## src/logic/pcmg_cfg.svh

```systemverilog
// Constants of the clock mode generator: offsets, field positions, reset and timing values
`ifndef PCMG_CFG_SVH
`define PCMG_CFG_SVH

// ----------------------------------------------------------------
// Register map
// ----------------------------------------------------------------
`define PCMG_ADDR_W 16
`define PCMG_DATA_W 16
`define PCMG_CTRL_OFFSET 16'h0058

// ----------------------------------------------------------------
// Field positions of clock_mode_control
// ----------------------------------------------------------------
`define PCMG_MUL_HI 15
`define PCMG_MUL_LO 12
`define PCMG_FRAC_BIT 11
`define PCMG_CNT_HI 10
`define PCMG_CNT_LO 3
`define PCMG_FORCE_BIT 2
`define PCMG_SEL_BIT 1
`define PCMG_STATUS_BIT 0

// ----------------------------------------------------------------
// Reset values: bypass setting, loop mode, ratio of one
// ----------------------------------------------------------------
`define PCMG_RST_MUL 4'hf
`define PCMG_RST_FRAC 1'h0
`define PCMG_RST_CNT 8'h00
`define PCMG_RST_FORCE 1'h0
`define PCMG_RST_SEL 1'h1

// ----------------------------------------------------------------
// Ratio codes and timing
// ----------------------------------------------------------------
`define PCMG_MUL_MAX 4'hf
`define PCMG_Q_HALF 7'h02
`define PCMG_Q_QUARTER 7'h01
`define PCMG_Q_ONE 7'h04
`define PCMG_REF_PRESCALE 16

`endif

```

## src/logic/pcmg_pkg.sv

```systemverilog
// Types shared by the clock mode generator modules
`default_nettype none

package pcmg_pkg;

  // ----------------------------------------------------------------
  // Register bus request
  // ----------------------------------------------------------------
  typedef struct packed {
    logic wr;
    logic rd;
    logic from_b;
    logic [15:0] addr;
    logic [15:0] wdata;
  } pcmg_bus_req_t;

  // ----------------------------------------------------------------
  // Software fields of clock_mode_control
  // ----------------------------------------------------------------
  typedef struct packed {
    logic [3:0] ratio_multiplier_field;
    logic fractional_ratio_bit;
    logic [7:0] lock_timer_preset;
    logic loop_force_on_bit;
    logic loop_mode_select;
  } pcmg_ctrl_t;

  // ----------------------------------------------------------------
  // Clock source state
  // ----------------------------------------------------------------
  typedef enum logic [1:0] {
    PCMG_DIV_RUN,
    PCMG_LOCKING,
    PCMG_LOOP_RUN
  } pcmg_state_t;

endpackage : pcmg_pkg

`default_nettype wire

```

## src/logic/pcmg_ref_sync.sv

```systemverilog
// Reference clock synchroniser, period meter and divide-by-16 tick
`default_nettype none
`include "pcmg_cfg.svh"

module pcmg_ref_sync #(
  parameter int PERIOD_W = 16
) (
  // Clock and reset
  input wire logic clk,
  input wire logic rst_n,
  // Reference pin
  input wire logic reference_clock_in,
  // Derived events
  output logic ref_rise,
  output logic ref_div16_tick,
  output logic [PERIOD_W-1:0] ref_period
);
  import pcmg_pkg::*;

  localparam int PRE_W = $clog2(`PCMG_REF_PRESCALE);

  logic sync1;
  logic sync2;
  logic sync3;
  logic ref_level;
  logic next_ref_level;
  logic next_ref_rise;
  logic [PRE_W-1:0] pre_cnt;
  logic [PRE_W-1:0] next_pre_cnt;
  logic next_ref_div16_tick;
  logic [PERIOD_W-1:0] run_cnt;
  logic [PERIOD_W-1:0] next_run_cnt;
  logic [PERIOD_W-1:0] next_ref_period;

  // ----------------------------------------------------------------
  // Three-stage synchroniser; the first stage feeds only the second
  // ----------------------------------------------------------------
  always_ff @(posedge clk or negedge rst_n) begin
    if (!rst_n) begin
      sync1 <= 1'b0;
      sync2 <= 1'b0;
      sync3 <= 1'b0;
    end else begin
      sync1 <= reference_clock_in;
      sync2 <= sync1;
      sync3 <= sync2;
    end
  end

  // ----------------------------------------------------------------
  // Edge, prescaler and period measurement
  // ----------------------------------------------------------------
  always_comb begin
    next_ref_level = (sync2 == sync3) ? sync3 : ref_level;
    next_ref_rise = next_ref_level && !ref_level;
    next_pre_cnt = pre_cnt;
    next_ref_div16_tick = 1'b0;
    next_ref_period = ref_period;
    next_run_cnt = (&run_cnt) ? run_cnt : run_cnt + 1'b1;
    if (next_ref_rise) begin
      next_pre_cnt = pre_cnt + 1'b1;
      // One tick per sixteen reference clocks
      next_ref_div16_tick = &pre_cnt;
      next_ref_period = next_run_cnt;
      next_run_cnt = '0;
    end
  end

  always_ff @(posedge clk or negedge rst_n) begin
    if (!rst_n) begin
      ref_level <= 1'b0;
      ref_rise <= 1'b0;
      pre_cnt <= '0;
      ref_div16_tick <= 1'b0;
      run_cnt <= '0;
      ref_period <= '0;
    end else begin
      ref_level <= next_ref_level;
      ref_rise <= next_ref_rise;
      pre_cnt <= next_pre_cnt;
      ref_div16_tick <= next_ref_div16_tick;
      run_cnt <= next_run_cnt;
      ref_period <= next_ref_period;
    end
  end

endmodule : pcmg_ref_sync

`default_nettype wire

```

## src/logic/pcmg_synth.sv

```systemverilog
// Numerically controlled clock synthesiser: output = reference * ratio_q / 4
`default_nettype none
`include "pcmg_cfg.svh"

module pcmg_synth #(
  parameter int PERIOD_W = 16
) (
  // Clock and reset
  input wire logic clk,
  input wire logic rst_n,
  // Measured reference period in clk cycles
  input wire logic [PERIOD_W-1:0] ref_period,
  // Ratio in quarters, zero stops the output
  input wire logic [6:0] ratio_q,
  // Synthesised clock
  output logic clk_out
);
  import pcmg_pkg::*;

  // Accumulator holds quarter-scaled periods plus headroom for one step
  localparam int ACC_W = PERIOD_W + 4;

  logic [ACC_W-1:0] acc;
  logic [ACC_W-1:0] next_acc;
  logic next_clk_out;
  logic [ACC_W-1:0] limit;
  logic [ACC_W-1:0] sum;

  // ----------------------------------------------------------------
  // Toggle each time half an output period has been accumulated.
  // Output cannot exceed half of clk; faster ratios saturate at that rate.
  // ----------------------------------------------------------------
  always_comb begin
    limit = {2'b00, ref_period, 2'b00};
    sum = acc + {{(ACC_W-8){1'b0}}, ratio_q, 1'b0};
    next_acc = sum;
    next_clk_out = clk_out;
    if (ref_period == '0 || ratio_q == '0) begin
      next_acc = '0;
      next_clk_out = 1'b0;
    end else if (sum >= limit) begin
      next_acc = sum - limit;
      next_clk_out = !clk_out;
    end
  end

  always_ff @(posedge clk or negedge rst_n) begin
    if (!rst_n) begin
      acc <= '0;
      clk_out <= 1'b0;
    end else begin
      acc <= next_acc;
      clk_out <= next_clk_out;
    end
  end

endmodule : pcmg_synth

`default_nettype wire

```

## src/logic/pcmg_top.sv

```systemverilog
// Clock mode generator: control register, lock timer, source selection and clock synthesis
// Function
// - Divider mode gives reference divided by two or four; loop may be off.
// - Loop mode multiplies the reference by one of thirty-one ratios.
// - Only subsystem A reaches the control register; subsystem B accesses are dropped.
// - Top four bits, fractional bit and mode select together choose the ratio.
// - Fractional bit set: (m+1)/2 for zero or even m, m/4 for odd m.
// - Lock timer loads the eight-bit preset, decrements once per sixteen reference clocks.
// - Oscillator is off only when force-on and mode select are both zero.
// - Mode select high requests loop mode, low requests divider mode.
// - Status bit reads zero in divider mode and one in loop mode.
// - In divider mode the preset field and fractional bit are don't-care for software; ratio picks half or quarter, force-on keeps the oscillator on.
// - Select clear: half the reference for m 0..14, quarter for m 15.
// - Select set, fraction clear: ratio m+1 for 0..14, bypass ratio one for 15.
// - Reset comes up in bypass: select set, fraction clear, multiplier 15.
// - Lock timer starts on divider-to-loop change; loop clock used after it reaches zero.
`default_nettype none
`include "pcmg_cfg.svh"

module pcmg_top #(
  parameter int PERIOD_W = 16
) (
  // Clock and reset
  input wire logic clk,
  input wire logic rst_n,
  // Reference oscillator pin
  input wire logic reference_clock_in,
  // Register port
  input wire pcmg_pkg::pcmg_bus_req_t bus_req,
  output logic [`PCMG_DATA_W-1:0] rd_data,
  // Clock outputs and state
  output logic device_clock_out,
  output logic loop_osc_on,
  output logic loop_clock_active
);
  import pcmg_pkg::*;

  // ----------------------------------------------------------------
  // Declarations
  // ----------------------------------------------------------------
  pcmg_ctrl_t ctrl;
  pcmg_ctrl_t next_ctrl;
  pcmg_state_t state;
  pcmg_state_t next_state;
  logic [7:0] lock_cnt;
  logic [7:0] next_lock_cnt;
  logic sel_prev;
  logic next_sel_prev;
  logic [`PCMG_DATA_W-1:0] next_rd_data;
  logic next_loop_osc_on;
  logic next_loop_clock_active;
  logic [6:0] ratio_q;
  logic [6:0] next_ratio_q;
  logic ref_rise;
  logic ref_div16_tick;
  logic [PERIOD_W-1:0] ref_period;
  logic synth_clk;
  logic ctrl_hit;
  logic [`PCMG_DATA_W-1:0] ctrl_word;

  // ----------------------------------------------------------------
  // Reference conditioning; the oscillator itself is external
  // ----------------------------------------------------------------
  pcmg_ref_sync #(
    .PERIOD_W(PERIOD_W)
  ) u_ref_sync (
    .clk(clk),
    .rst_n(rst_n),
    .reference_clock_in(reference_clock_in),
    .ref_rise(ref_rise),
    .ref_div16_tick(ref_div16_tick),
    .ref_period(ref_period)
  );

  // ----------------------------------------------------------------
  // Register slave
  // ----------------------------------------------------------------
  // Subsystem B requests never match, so they neither write nor read
  assign ctrl_hit = (bus_req.addr == `PCMG_CTRL_OFFSET) && !bus_req.from_b;

  always_comb begin
    ctrl_word = '0;
    ctrl_word[`PCMG_MUL_HI:`PCMG_MUL_LO] = ctrl.ratio_multiplier_field;
    ctrl_word[`PCMG_FRAC_BIT] = ctrl.fractional_ratio_bit;
    ctrl_word[`PCMG_CNT_HI:`PCMG_CNT_LO] = ctrl.lock_timer_preset;
    ctrl_word[`PCMG_FORCE_BIT] = ctrl.loop_force_on_bit;
    ctrl_word[`PCMG_SEL_BIT] = ctrl.loop_mode_select;
    // Status follows the real source, not the request
    ctrl_word[`PCMG_STATUS_BIT] = (state == PCMG_LOOP_RUN);
  end

  always_comb begin
    next_ctrl = ctrl;
    next_rd_data = '0;
    if (bus_req.wr && ctrl_hit) begin
      // Status is hardware-owned; its write bit is ignored
      next_ctrl.ratio_multiplier_field = bus_req.wdata[`PCMG_MUL_HI:`PCMG_MUL_LO];
      next_ctrl.fractional_ratio_bit = bus_req.wdata[`PCMG_FRAC_BIT];
      next_ctrl.lock_timer_preset = bus_req.wdata[`PCMG_CNT_HI:`PCMG_CNT_LO];
      next_ctrl.loop_force_on_bit = bus_req.wdata[`PCMG_FORCE_BIT];
      next_ctrl.loop_mode_select = bus_req.wdata[`PCMG_SEL_BIT];
    end
    // Fields read back as stored even in divider mode; software ignores them
    if (bus_req.rd && ctrl_hit) begin
      next_rd_data = ctrl_word;
    end
  end

  always_ff @(posedge clk or negedge rst_n) begin
    if (!rst_n) begin
      ctrl.ratio_multiplier_field <= `PCMG_RST_MUL;
      ctrl.fractional_ratio_bit <= `PCMG_RST_FRAC;
      ctrl.lock_timer_preset <= `PCMG_RST_CNT;
      ctrl.loop_force_on_bit <= `PCMG_RST_FORCE;
      ctrl.loop_mode_select <= `PCMG_RST_SEL;
      rd_data <= '0;
    end else begin
      ctrl <= next_ctrl;
      rd_data <= next_rd_data;
    end
  end

  // ----------------------------------------------------------------
  // Source selection and lock timer
  // ----------------------------------------------------------------
  always_comb begin
    next_state = state;
    next_lock_cnt = lock_cnt;
    next_sel_prev = ctrl.loop_mode_select;
    unique case (state)
      PCMG_DIV_RUN: begin
        if (ctrl.loop_mode_select && !sel_prev) begin
          next_lock_cnt = ctrl.lock_timer_preset;
          next_state = PCMG_LOCKING;
        end
      end
      PCMG_LOCKING: begin
        // Divider clock keeps running throughout the count
        if (!ctrl.loop_mode_select) begin
          next_state = PCMG_DIV_RUN;
        end else if (lock_cnt == 8'h00) begin
          next_state = PCMG_LOOP_RUN;
        end else if (ref_div16_tick) begin
          next_lock_cnt = lock_cnt - 8'h01;
        end
      end
      PCMG_LOOP_RUN: begin
        if (!ctrl.loop_mode_select) begin
          next_state = PCMG_DIV_RUN;
        end
      end
    endcase
  end

  always_ff @(posedge clk or negedge rst_n) begin
    if (!rst_n) begin
      state <= PCMG_LOOP_RUN;
      lock_cnt <= `PCMG_RST_CNT;
      sel_prev <= `PCMG_RST_SEL;
    end else begin
      state <= next_state;
      lock_cnt <= next_lock_cnt;
      sel_prev <= next_sel_prev;
    end
  end

  // ----------------------------------------------------------------
  // Ratio decode in quarters of the reference frequency
  // ----------------------------------------------------------------
  always_comb begin
    next_ratio_q = `PCMG_Q_HALF;
    if (state != PCMG_LOOP_RUN) begin
      // Divider mode, also used while the timer runs
      if (ctrl.ratio_multiplier_field == `PCMG_MUL_MAX) begin
        next_ratio_q = `PCMG_Q_QUARTER;
      end else begin
        next_ratio_q = `PCMG_Q_HALF;
      end
    end else if (!ctrl.fractional_ratio_bit) begin
      if (ctrl.ratio_multiplier_field == `PCMG_MUL_MAX) begin
        next_ratio_q = `PCMG_Q_ONE;
      end else begin
        next_ratio_q = {1'b0, ctrl.ratio_multiplier_field + 4'h1, 2'b00};
      end
    end else if (!ctrl.ratio_multiplier_field[0]) begin
      // (m+1)/2 is 2*(m+1) quarters
      next_ratio_q = {1'b0, {1'b0, ctrl.ratio_multiplier_field} + 5'h01, 1'b0};
    end else begin
      next_ratio_q = {3'b000, ctrl.ratio_multiplier_field};
    end
  end

  // ----------------------------------------------------------------
  // Oscillator enable and status outputs
  // ----------------------------------------------------------------
  always_comb begin
    next_loop_osc_on = ctrl.loop_force_on_bit || ctrl.loop_mode_select;
    next_loop_clock_active = (next_state == PCMG_LOOP_RUN);
  end

  always_ff @(posedge clk or negedge rst_n) begin
    if (!rst_n) begin
      ratio_q <= `PCMG_Q_ONE;
      loop_osc_on <= `PCMG_RST_SEL;
      loop_clock_active <= 1'b1;
    end else begin
      ratio_q <= next_ratio_q;
      loop_osc_on <= next_loop_osc_on;
      loop_clock_active <= next_loop_clock_active;
    end
  end

  // ----------------------------------------------------------------
  // Clock synthesis; registered output straight to the pin
  // ----------------------------------------------------------------
  pcmg_synth #(
    .PERIOD_W(PERIOD_W)
  ) u_synth (
    .clk(clk),
    .rst_n(rst_n),
    .ref_period(ref_period),
    .ratio_q(ratio_q),
    .clk_out(synth_clk)
  );

  always_ff @(posedge clk or negedge rst_n) begin
    if (!rst_n) begin
      device_clock_out <= 1'b0;
    end else begin
      device_clock_out <= synth_clk;
    end
  end

endmodule : pcmg_top

`default_nettype wire

```

## config.mk

```make
export PLATFORM = sky130hd
export DESIGN_NAME = pcmg_top
export DESIGN_NICKNAME = d
export VERILOG_FILES = /design/src/logic/pcmg_pkg.sv /design/src/logic/pcmg_ref_sync.sv /design/src/logic/pcmg_synth.sv /design/src/logic/pcmg_top.sv
export VERILOG_INCLUDE_DIRS = /design/src /design/src/logic
export SDC_FILE = /design/constraint.sdc
export NUM_CORES = 1
export LEC_CHECK = 0
export BUFFER_PORTS_ARGS = -buffer_cell sky130_fd_sc_hd__buf_2
export CELL_PAD_IN_SITES_DETAIL_PLACEMENT = 1
export CELL_PAD_IN_SITES_GLOBAL_PLACEMENT = 2
export CORE_ASPECT_RATIO = 1.5
export CORE_MARGIN = 1.5
export CORE_UTILIZATION = 42
export DETAILED_ROUTE_END_ITERATION = 6
export GPL_TIMING_DRIVEN = 0
export PLACE_DENSITY = 0.92
export SLEW_MARGIN = 20
export SYNTH_ARGS = -nofsm -noshare
export SYNTH_HDL_FRONTEND = slang
export SYNTH_HIERARCHICAL = 1
export SYNTH_SLANG_ARGS = --single-unit
```

## constraint.sdc

```tcl
create_clock -name clk -period 10.3 [get_ports clk]
set_input_delay 3.09 -clock clk [delete_from_list [all_inputs] [get_ports clk]]
set_output_delay 3.09 -clock clk [all_outputs]
set_load 0.02 [all_outputs]
```

After elaboration in Yosys (flattened, before gate mapping). Index checks and enable logic that the tools add are counted.

Register bits after elaboration: 114. Input port bits: 38.

Add/sub/neg operators: 7. Magnitude comparators: 1. Equal/unequal tests: 11. Muxes and demuxes: 24. Reduce and logical (&&, ||, !) cells: 20.

Operators by type and width (number): $mux 16 (3); $mux 20 (2); $mux 8 (4); $add 20x8->20 (1); $ge 20x18->1 (1); $sub 20x18->20 (1); $add 16x1->16 const B (1); $eq 16x7->1 const B (1); $logic_not 16->1 (1); $pmux 8 s2 (1); $reduce_and 16->1 (1); $mux 7 (2); $mux 6 (2); $mux 2 (5); $add 4x1->4 const B (2); $logic_not 8->1 (1); $ne 2x2->1 const B (4); $sub 8x1->8 const B (1); $logic_not 7->1 (1); $pmux 2 s3 (1); $add 4x1->5 const B (1); $logic_and 1x1->1 (5); $reduce_and 5->1 (1); $eq 2x2->1 const B (2); other kinds (10) (18).

Longest topological paths before layout. Gate-level depths: netlist of run 1.

Word-level depth: 5. Mapped depth: 17. Depth with buffers taken out: 16.

Cells and area by module. Netlist of run 1, hierarchy kept.

Modules (own cells, without submodules): pcmg_top (times used 1, cells an instance 195, area an instance 2331.0 um^2); pcmg_synth (times used 1, cells an instance 273, area an instance 2322.2 um^2); pcmg_ref_sync (times used 1, cells an instance 166, area an instance 1806.7 um^2).

Worst setup path before layout of run 1. OpenSTA, ideal clock, no wires.

Path kind: in2reg. Start point: input port bus_req[27] (netlist name). End point: register ctrl[10] (netlist name). Library setup time: 125 ps. Arrival: 4361 ps. Required time: 10175 ps. Slack: 5814 ps. Stages on the path: 5. Path buffers: 1. Cells stage by stage: or4_4 -> nor3_4 -> nand3_4 -> buf_6 -> mux2_4.

Cells in the longest elaborated chain, start to end: 3.

RTL lines: start: declaration (line pcmg_top.sv:29) `input wire pcmg_pkg::pcmg_bus_req_t bus_req,`; $eq 16x7->1 (no line); $logic_and 1x1->1 (line pcmg_top.sv:79) `` assign ctrl_hit = (bus_req.addr == `PCMG_CTRL_OFFSET) && !bus_req.from_b; ``; $logic_and 1x1->1 (line pcmg_top.sv:95) `if (bus_req.wr && ctrl_hit) begin`; end signal: assignment (line pcmg_top.sv:118) `ctrl <= next_ctrl;`; end: declaration (line pcmg_top.sv:41) `pcmg_ctrl_t ctrl;`.

Every way passes these cells. A chain may end at the register's enable or synchronous reset.

Worst setup path after layout of run 1.
Start point: register ratio_q[0]. End point: register u_synth.acc[12].

Cells in the longest elaborated chain, start to end: 4. Elaborated cells on any way between the ends: 7. Those cells by class: 2 x add/sub; 1 x order compare; 2 x mux; 2 x reduce/logical.

RTL lines: start: declaration (line pcmg_top.sv:52) `logic [6:0] ratio_q;`; start signal: assignment (line pcmg_top.sv:203) `` ratio_q <= `PCMG_Q_ONE; ``; start signal: assignment (line pcmg_top.sv:207) `ratio_q <= next_ratio_q;`; $add 20x8->20 (line pcmg_synth.sv:35) `sum = acc + {{(ACC_W-8){1'b0}}, ratio_q, 1'b0};`; $sub 20x18->20 or $ge 20x18->1 (tied branches) (line pcmg_synth.sv:42, pcmg_synth.sv:41); $mux 20 (line pcmg_synth.sv:41) `end else if (sum >= limit) begin`; $mux 20 (*) (line pcmg_synth.sv:38) `if (ref_period == '0 || ratio_q == '0) begin`; named net u_synth.next_acc[12] (line pcmg_synth.sv:24) `logic [ACC_W-1:0] next_acc;`; end signal: assignment (line pcmg_synth.sv:52) `acc <= next_acc;`; end: declaration (line pcmg_synth.sv:23) `logic [ACC_W-1:0] acc;`.

Mark *: on every way through the listed nets, which the timed path passes. The rest lies on a longest branch.

==> results.json, run 1 <==
{
  "power_density_nw_per_um2": 259,
  "maxSlewViolCount": 0,
  "p_total_uw": 1890,
  "vias_per_cell": 5.47,
  "cts_resized": 0,
  "p_switching_uw": 785,
  "drive_gt1_share_pct": 19.8,
  "setup_violations": 0,
  "rsz0062_at_grt": "false",
  "grt-ovfl-total": 0,
  "insertion_delay_ns": 0.35,
  "vias": 4954,
  "drt-wirelength-per-cell_um": 17.4,
  "final_cell_mix": "dfrtp_1 (102), nor2_1 (55), buf_2 (54), o21ai_0 (44), nand2_1 (42)",
  "p_sw_share_pct": 41.5,
  "critPathKind": "flip-flop to flip-flop",
  "route.detailed.drc": 0,
  "required_ns": 10.51,
  "cts_buffers": 9,
  "grtUsageMet2_pct": 40.0,
  "p_leak_uw": 0.00330,
  "syn-cell-area_um2": 6430,
  "use_met3_pct": 2.53,
  "area_delta_synth_final_pct": 13.5,
  "core_area_um2": 15000,
  "cts-root-buf": "clkbuf_16",
  "clock_power_share_pct": 18.7,
  "cp_max_fo": 10,
  "max_cap_viol_count": 0,
  "grt.busiest_layer": "met2",
  "pin_count": 57,
  "regArea_um2": 2820,
  "worstPathArrival_ns": 4.94,
  "nNetsFinal": 772,
  "die_h_um": 155,
  "clk_pin_slew_ns": 0.08,
  "startpoint_type": "flip-flop",
  "hp-class": "flip-flop to flip-flop",
  "outcome": "completed",
  "start_util_pct": 42.9,
  "layout_commonest_cell": "dfrtp_1",
  "post-cts-setup-buffer-count": 0,
  "h-tree-depth": 3,
  "portBuffers": 55,
  "multi_input_area_um2": 3370,
  "antenna_found_initial": 0,
  "slew_headroom_pct": 43.2,
  "postSynthCellCount": 633,
  "grt_util_met1_pct": 22.1,
  "finalSetupTns_ns": 0,
  "hp-start": "u_ref_sync/sync1$_DFF_PN0_",
  "die_area_um2": 16100,
  "fin_crit_sh_pct": 46.0,
  "die_w_um": 104,
  "clock.fmax_mhz": 211,
  "period_needed_ns": 4.73,
  "yosys_warnings": 6,
  "grt_max_degree": 81,
  "rows": 55,
  "clockBufferDepth": 2,
  "fill_cells": 1772,
  "holdBufCountCts": 0,
  "ant_nets": 0,
  "antennaDiodeCount": 0,
  "grt_usage_pct": 20.2,
  "pwr-share-comb_pct": 50.3,
  "r2r-start": "ratio_q[0]$_DFF_PN0_",
  "critPathLaunch": "ratio_q[0]$_DFF_PN0_",
  "drtIter0Drc": 157,
  "skew_ns": 0.0108,
  "hold_viol": 0,
  "dpl.hpwl_um": 12100,
  "syn_avg_cell_area_um2": 10.2,
  "drt-pass1-iter-count": 4,
  "cts.sink_count": 112,
  "grt_pass1_wl_um": 26300,
  "wirelength_um": 15700,
  "ir_worst_vdd_mv": 0.105,
  "cp-end-kind": "flip-flop",
  "grt_pass1_vias": 5389,
  "internal_power_uw": 1110,
  "tightest_slew_ns": 0.845,
  "cts_tree": "yes",
  "seq_power_share_pct": 31.1,
  "gp_congestion": 0.885
}
path summary, 6_finish.rpt:
| path | slack (ns) | end | cells after the start |
|---|---|---|---|
| min in group asynchronous | 2.61 | u_ref_sync/sync1$_DFF_PN0_ | 1 |
| max in group asynchronous | 6.97 | ratio_q[2]$_DFF_PN1_ | 2 |
| max | 5.57 | u_synth/acc[12]$_DFF_PN0_ | 17 |
| max reg2reg | 5.57 | u_synth/acc[12]$_DFF_PN0_ | 17 |
| min | 0.35 | u_ref_sync/sync2$_DFF_PN0_ | 0 |
| min reg2reg | 0.35 | u_ref_sync/sync2$_DFF_PN0_ | 0 |
layout make-up:
type | instances | share of cell area, %
multi-input combinational | 465 | 46.2
sequential | 112 | 38.5
timing repair buffer | 56 | 4.23
tap | 199 | 3.41
clock buffer | 10 | 3.27
inverter | 39 | 2.00
buffer | 18 | 1.44
clock inverter | 6 | 0.942
per-stage QoR:
stage	cells	hold slack (ns)	instance area [um2]	util (%)	setup WS (ns)
after floorplan	634	0.331	6440	-	5.81
after global placement	888	0.334	6960	46.4	4.84
after detailed placement	889	0.338	7000	46.6	5.54
after CTS	905	0.356	7300	48.7	5.52
after global routing	905	0.373	7300	48.7	5.23
final	905	0.354	7300	48.7	5.57
registers in the layout, summed over array words and instances, names as in the netlist, 4 cells and up:
register / count
ctrl: 14
lock_cnt: 8
ratio_q: 6
rd_data: 16
u_ref_sync/pre_cnt: 4
u_ref_sync/ref_period: 16
u_ref_sync/run_cnt: 16
u_synth/acc: 19
power by group through the flow:
stage / Clock (uW) / Combinational, uW / Sequential (uW)
after global routing: 378 / 1060 / 599
after floorplan: 0 / 727 / 580
after detailed placement: 0 / 938 / 598
after CTS: 363 / 950 / 589
final: 353 / 951 / 588
after global placement: 0 / 888 / 591
per-layer routing:
layer  wire [um]  vias up  part of all wire [%]
met5           0        -                     0
met3         223       22                   1.4
li1            -     2397                     -
met1        6230     2481                    40
met4         348        0                   2.2
met2        8940       54                    57
critical path: stages (launching register included):
cell and delay, ns:
dfrtp_1 0.39, ha_1 0.23, fa_1 0.43, a211o_1 0.37, a21oi_2 0.23, or3_2 0.19, nor2_1 0.06, xnor2_1 0.26
inv_1 0.09, ha_1 0.39, a21oi_2 0.25, o21ai_0 0.19, a31oi_1 0.23, nand3_1 0.20, nor4b_4 0.55, buf_6 0.25
mux2i_1 0.22, nor2_1 0.07
No activity file was read; power rests on OpenSTA's default activity.
==> inputs of run 2 (changes only) <==
--- a/config.mk
+++ b/config.mk
@@ -11,10 +11,10 @@
 export CELL_PAD_IN_SITES_GLOBAL_PLACEMENT = 2
 export CORE_ASPECT_RATIO = 1.5
 export CORE_MARGIN = 1.5
-export CORE_UTILIZATION = 42
+export CORE_UTILIZATION = 35
 export DETAILED_ROUTE_END_ITERATION = 6
 export GPL_TIMING_DRIVEN = 0
-export PLACE_DENSITY = 0.92
+export PLACE_DENSITY = 0.83
 export SLEW_MARGIN = 20
 export SYNTH_ARGS = -nofsm -noshare
 export SYNTH_HDL_FRONTEND = slang
==> constraint.sdc (replaced) <==
create_clock -name clk -period 3.92 [get_ports clk]
set_input_delay 1.176 -clock clk [delete_from_list [all_inputs] [get_ports clk]]
set_output_delay 1.176 -clock clk [all_outputs]
set_load 0.02 [all_outputs]
==> results.json, run 2 (synthesized netlist as in run 1, its figures left out) <==
{
  "crit_family": "compound AO/OA/AOI/OAI gates",
  "skew_ns": 0.0109,
  "slowest_delay_ns": 0.42,
  "dpl.hpwl_um": 12600,
  "setup_ws_ns": 0.0941,
  "grt_max_degree": 59,
  "clock.fmax_mhz": 261,
  "outcome": "completed",
  "ir_worst_vdd_mv": 0.251,
  "cp-end-kind": "flip-flop",
  "tightest_slew_ns": 0.852,
  "cts_buffers": 9,
  "pwr-share-comb_pct": 55.7,
  "drive_gt1_share_pct": 28.0,
  "startpoint_type": "flip-flop",
  "clk_pin_slew_ns": 0.08,
  "hp-class": "flip-flop to flip-flop",
  "fin_crit_sh_pct": 97.6,
  "setup_violations": 0,
  "largest_reg_flops": 19,
  "h-tree-depth": 3,
  "cts-root-buf": "clkbuf_16",
  "regMostFlops": "u_synth/acc",
  "power_density_nw_per_um2": 718,
  "pre_cts_slack_ns": -0.741,
  "antenna_found_initial": 0,
  "die_h_um": 169,
  "hold_viol": 0,
  "portBuffers": 55,
  "max_cap_viol_count": 0,
  "p_leak_uw": 0.00347,
  "cp_max_fo": 5,
  "regToRegSetupSlack_ns": 0.09,
  "p_switching_uw": 2330,
  "maxSlewViolCount": 0,
  "vias": 5077,
  "insertion_delay_ns": 0.35,
  "whs_ns": 0.353,
  "grt_pass1_vias": 5560,
  "slew_headroom_pct": 42.7,
  "period_needed_ns": 3.83,
  "required_ns": 4.19,
  "final_cell_mix": "dfrtp_1 (102), buf_2 (54), nor2_1 (53), nand2_1 (42), o21ai_0 (40)",
  "internal_power_uw": 3300,
  "p_total_uw": 5620,
  "cts_tree": "yes",
  "grt_pass1_wl_um": 27300,
  "clockBufferDepth": 2,
  "wirelength_um": 16700,
  "die_w_um": 114,
  "route.detailed.drc": 0,
  "antennaDiodeCount": 0,
  "rows": 60,
  "p_sw_share_pct": 41.4,
  "drt-wirelength-per-cell_um": 17.7,
  "seq_power_share_pct": 27.9,
  "fill_cells": 2025,
  "worstPathArrival_ns": 4.10,
  "clock_power_share_pct": 16.4,
  "final_util_pct": 43.6,
  "grt-ovfl-total": 0,
  "vias_per_cell": 5.37,
  "rsz0062_at_grt": "true",
  "critPathKind": "flip-flop to flip-flop",
  "layout_commonest_cell": "dfrtp_1",
  "pin_count": 57,
  "die_area_um2": 19200,
  "grt_usage_pct": 17.7,
  "drt-pass1-iter-count": 5,
  "drtIter0Drc": 194,
  "start_util_pct": 35.9,
  "crit_chain": "ha_4 > fa_2 > a211o_1 > a21oi_4 > or3_4 > or3_4 > xor2_4 > inv_2 > ha_4 > nand4_1 > buf_4 > nor3_2 > nand2_1 > nand3_2 > nor4b_4 > buf_4 > buf_6 > a211o_1 > a21oi_2",
  "core_area_um2": 17900,
  "gp_congestion": 0.882,
  "holdBufCountCts": 0,
  "area_delta_synth_final_pct": 21.7,
  "ant_nets": 0,
  "cts.sink_count": 112,
  "slowest_stage": "dfrtp_1",
  "nNetsFinal": 794,
  "crit_buf_inv": 4
}
run 2: cell types whose count changed in the layout (fill, tap and decap cells not counted), sizes merged:
cell      delta
buf         +24
clkbuf       -3
clkinvlp     -1
inv          +2
run 2: routing by layer:
layer | global-route usage [%] | share of wire (%)
met5 | 0 | 0
met3 | 2.08 | 1.5
met2 | 34.4 | 58
met1 | 19.6 | 39
met4 | 6.03 | 2.2
run 2: path summary, 6_finish.rpt:
check	start	to	depth (start not counted)
max in group asynchronous	rst_n	sel_prev$_DFF_PN1_	2
min in group asynchronous	rst_n	ctrl[5]$_DFFE_PN0P_	1
hold / removal	u_ref_sync/sync1$_DFF_PN0_	u_ref_sync/sync2$_DFF_PN0_	0
setup / recovery	ratio_q[0]$_DFF_PN0_	u_synth/acc[6]$_DFF_PN0_	19
hold reg to reg	u_ref_sync/sync1$_DFF_PN0_	u_ref_sync/sync2$_DFF_PN0_	0
setup reg to reg	ratio_q[0]$_DFF_PN0_	u_synth/acc[6]$_DFF_PN0_	19
run 2: cell type report:
type / instances / area, um2 / area share [%]
inverter: 39 / 146 / 1.87
clock buffer: 9 / 225 / 2.88
multi-input combinational: 465 / 3710 / 47.4
buffer: 16 / 101 / 1.29
clock inverter: 7 / 67.6 / 0.863
sequential: 112 / 2820 / 36.0
tap: 217 / 272 / 3.47
timing repair buffer: 80 / 493 / 6.30
run 2: worst reg2reg max path: stages, from the launching register on:
cell and delay [ns]:
dfrtp_1 0.42, ha_4 0.18, fa_2 0.34, a211o_1 0.36, a21oi_4 0.19, or3_4 0.17
or3_4 0.14, xor2_4 0.17, inv_2 0.07, ha_4 0.29, nand4_1 0.15, buf_4 0.19
nor3_2 0.15, nand2_1 0.08, nand3_2 0.11, nor4b_4 0.05, buf_4 0.17, buf_6 0.14
a211o_1 0.25, a21oi_2 0.14
run 2: repair_timing:
item | 4_1_cts | 5_1_grt
buffers inserted | 15 | 9
resized for setup | 35 | 29
hold endpoints to repair | 0 | 0
pin swaps | 16 | 26
endpoints found under the setup margin | 19 | 18
cloned | 1 | 0
run 2: stage by stage:
step                area (um2)  cells  TNS, ns
floorplan                 6440    634        0
global placement          6990    906   -11.08
detailed placement        7020    907   -11.78
CTS                       7590    938   -0.359
global route              7830    945   -0.443
finish                    7830    945        0
run 2: power by group through the flow:
| stage | clock [uW] | combinational [uW] | sequential (uW) |
|---|---|---|---|
| global route | 992 | 3440 | 1600 |
| detailed placement | 0 | 2490 | 1570 |
| finish | 922 | 3130 | 1570 |
| global placement | 0 | 2380 | 1550 |
| floorplan | 0 | 1910 | 1520 |
| CTS | 955 | 2820 | 1550 |
==> inputs of run 3 (changes only) <==
--- a/config.mk
+++ b/config.mk
@@ -7,13 +7,12 @@
 export NUM_CORES = 1
 export LEC_CHECK = 0
 export BUFFER_PORTS_ARGS = -buffer_cell sky130_fd_sc_hd__buf_2
-export CELL_PAD_IN_SITES_DETAIL_PLACEMENT = 1
-export CELL_PAD_IN_SITES_GLOBAL_PLACEMENT = 2
 export CORE_ASPECT_RATIO = 1.5
 export CORE_MARGIN = 1.5
-export CORE_UTILIZATION = 35
+export CORE_UTILIZATION = 54
 export DETAILED_ROUTE_END_ITERATION = 6
 export GPL_TIMING_DRIVEN = 0
+export MAX_ROUTING_LAYER = met4
 export PLACE_DENSITY = 0.83
 export SLEW_MARGIN = 20
 export SYNTH_ARGS = -nofsm -noshare
==> constraint.sdc (replaced) <==
create_clock -name clk -period 3.92 [get_ports clk]
set_input_delay 0.392 -clock clk [delete_from_list [all_inputs] [get_ports clk]]
set_output_delay 0.392 -clock clk [all_outputs]
set_load 0.02 [all_outputs]
==> results.json, run 3 (synthesized netlist as in run 1, its figures left out) <==
{
  "gp_congestion": 0.966,
  "setup_ws_ns": -0.0974,
  "cp-end-kind": "flip-flop",
  "ant_nets": 0,
  "die_w_um": 92.1,
  "portBuffers": 55,
  "antennaDiodeCount": 0,
  "power_density_nw_per_um2": 745,
  "grt_max_degree": 78,
  "antenna_found_initial": 0,
  "die_area_um2": 12600,
  "setup_violations": 13,
  "cts.sink_count": 112,
  "wirelength_um": 15900,
  "die_h_um": 137,
  "cp_max_fo": 5,
  "whs_ns": 0.142,
  "clk_pin_slew_ns": 0.08,
  "rr_worst_depth": 18,
  "vias": 5303,
  "grt_pass1_vias": 5208,
  "regMostFlops": "u_synth/acc",
  "grt-ovfl-total": 0,
  "drt-pass1-iter-count": 4,
  "tightest_slew_ns": 0.756,
  "clockBufferDepth": 2,
  "regToRegSetupSlack_ns": -0.1,
  "rows": 48,
  "nNetsFinal": 809,
  "layout_commonest_cell": "dfrtp_1",
  "drive_gt1_share_pct": 30.4,
  "final_cell_mix": "dfrtp_1 (101), buf_2 (54), nor2_1 (51), nand2_1 (41), o21ai_0 (40)",
  "worstPathArrival_ns": 4.22,
  "finalInstanceArea_um2": 7990,
  "h-tree-depth": 3,
  "largest_reg_flops": 19,
  "grt_pass1_wl_um": 24300,
  "clock.fmax_mhz": 249,
  "drtIter0Drc": 253,
  "holdPathStages": 1,
  "critPathKind": "flip-flop to flip-flop",
  "grt_usage_pct": 25.1,
  "required_ns": 4.12,
  "hold_viol": 0,
  "pin_count": 57,
  "violations": "setup timing",
  "cts_tree": "yes",
  "rsz0062_at_grt": "true",
  "skew_ns": 0.0127,
  "ir_worst_vdd_mv": 0.365,
  "slew_headroom_pct": 49.1,
  "core_area_um2": 11600,
  "hp-class": "primary input to flip-flop",
  "fin_crit_sh_pct": 102,
  "route.detailed.drc": 0,
  "maxSlewViolCount": 0,
  "drt-wirelength-per-cell_um": 17.8,
  "max_cap_viol_count": 0,
  "startpoint_type": "flip-flop",
  "outcome": "finished with violations",
  "vias_per_cell": 5.94,
  "cts-root-buf": "clkbuf_16",
  "start_util_pct": 55.5,
  "area_delta_synth_final_pct": 24.1,
  "period_needed_ns": 4.02,
  "placed_area_um2": 6940,
  "cts_buffers": 9,
  "dpl.hpwl_um": 10300,
  "insertion_delay_ns": 0.35,
  "p_leak_uw": 0.00358
}
[run 3: cell count changes in the layout (fill, tap and decap cells not counted), sizes merged]
cell / previous run / this run
inv: 44 / 42
buf: 85 / 99
dlygate4sd3: 0 / 1
clkinv: 2 / 3
clkbuf: 20 / 21
[run 3: worst paths after layout]
check | start | endpoint
setup / recovery | ratio_q[0]$_DFF_PN0_ | u_synth/acc[5]$_DFF_PN0_
hold / removal | reference_clock_in | u_ref_sync/sync1$_DFF_PN0_
setup reg to reg | ratio_q[0]$_DFF_PN0_ | u_synth/acc[5]$_DFF_PN0_
hold reg to reg | u_ref_sync/sync1$_DFF_PN0_ | u_ref_sync/sync2$_DFF_PN0_
max in group asynchronous | rst_n | loop_clock_active$_DFF_PN1_
min in group asynchronous | rst_n | ctrl[4]$_DFFE_PN0P_
[run 3: layout make-up]
type | count | area (um2)
Fill cell | 775 | 3600
Sequential cell | 112 | 2820
Timing Repair Buffer | 96 | 663
Clock buffer | 10 | 239
Multi-Input combinational cell | 465 | 3770
Inverter | 39 | 146
Tap cell | 150 | 188
Clock inverter | 6 | 70.1
Buffer | 15 | 90.1
[run 3: layer usage]
| metal | wire length [um] | part of all wire (%) | vias to the layer above | track usage [%] |
|---|---|---|---|---|
| met2 | 8560 | 54 | 180 | 45.3 |
| li1 | - | - | 2476 | - |
| met1 | 5960 | 38 | 2589 | 26.7 |
| met5 | 0 | 0 | - | - |
| met3 | 644 | 4.1 | 58 | 4.72 |
| met4 | 691 | 4.4 | 0 | 10.9 |
[run 3: report_power, final]
| part | switching (uW) | internal (uW) |
|---|---|---|
| sequential | 215 | 1370 |
| combinational | 1830 | 1620 |
| clock | 453 | 470 |
[run 3: critical path, stage by stage, from the launching register on]
cell     delay [ns]
dfrtp_1        0.41
ha_4           0.17
fa_2           0.21
a211o_1        0.19
a21oi_4        0.09
or3_4          0.43
or3_4          0.37
xor2_4         0.17
inv_2          0.07
ha_4           0.24
buf_6          0.12
a21o_1         0.19
a31oi_4        0.19
nand3_2        0.13
nor4b_4        0.24
buf_6          0.18
buf_16         0.13
mux2i_2        0.24
nor2_1         0.08
[run 3: what timing repair did]
action / in CTS / in global routing
pin swaps: 20 / 28
resized for setup: 36 / 44
hold buffers: 1 / 0
cloned: 1 / 0
endpoints found under the hold margin: 28 / 0
endpoints found under the setup margin: 19 / 19
buffers inserted: 20 / 20
[run 3: metrics by stage]
stage	util, %	total power [uW]	setup TNS [ns]	std cells	setup slack [ns]
2_1_floorplan	-	3430	0	634	0.0653
4_1_cts	66.1	5260	-0.710	878	-0.0971
6_report	68.9	5950	-0.470	893	-0.0974
3_3_place_gp	59.5	3810	-9.33	839	-0.579
5_1_grt	68.9	6250	-1.65	893	-0.158
3_5_place_dp	59.8	3920	-11.10	840	-0.675
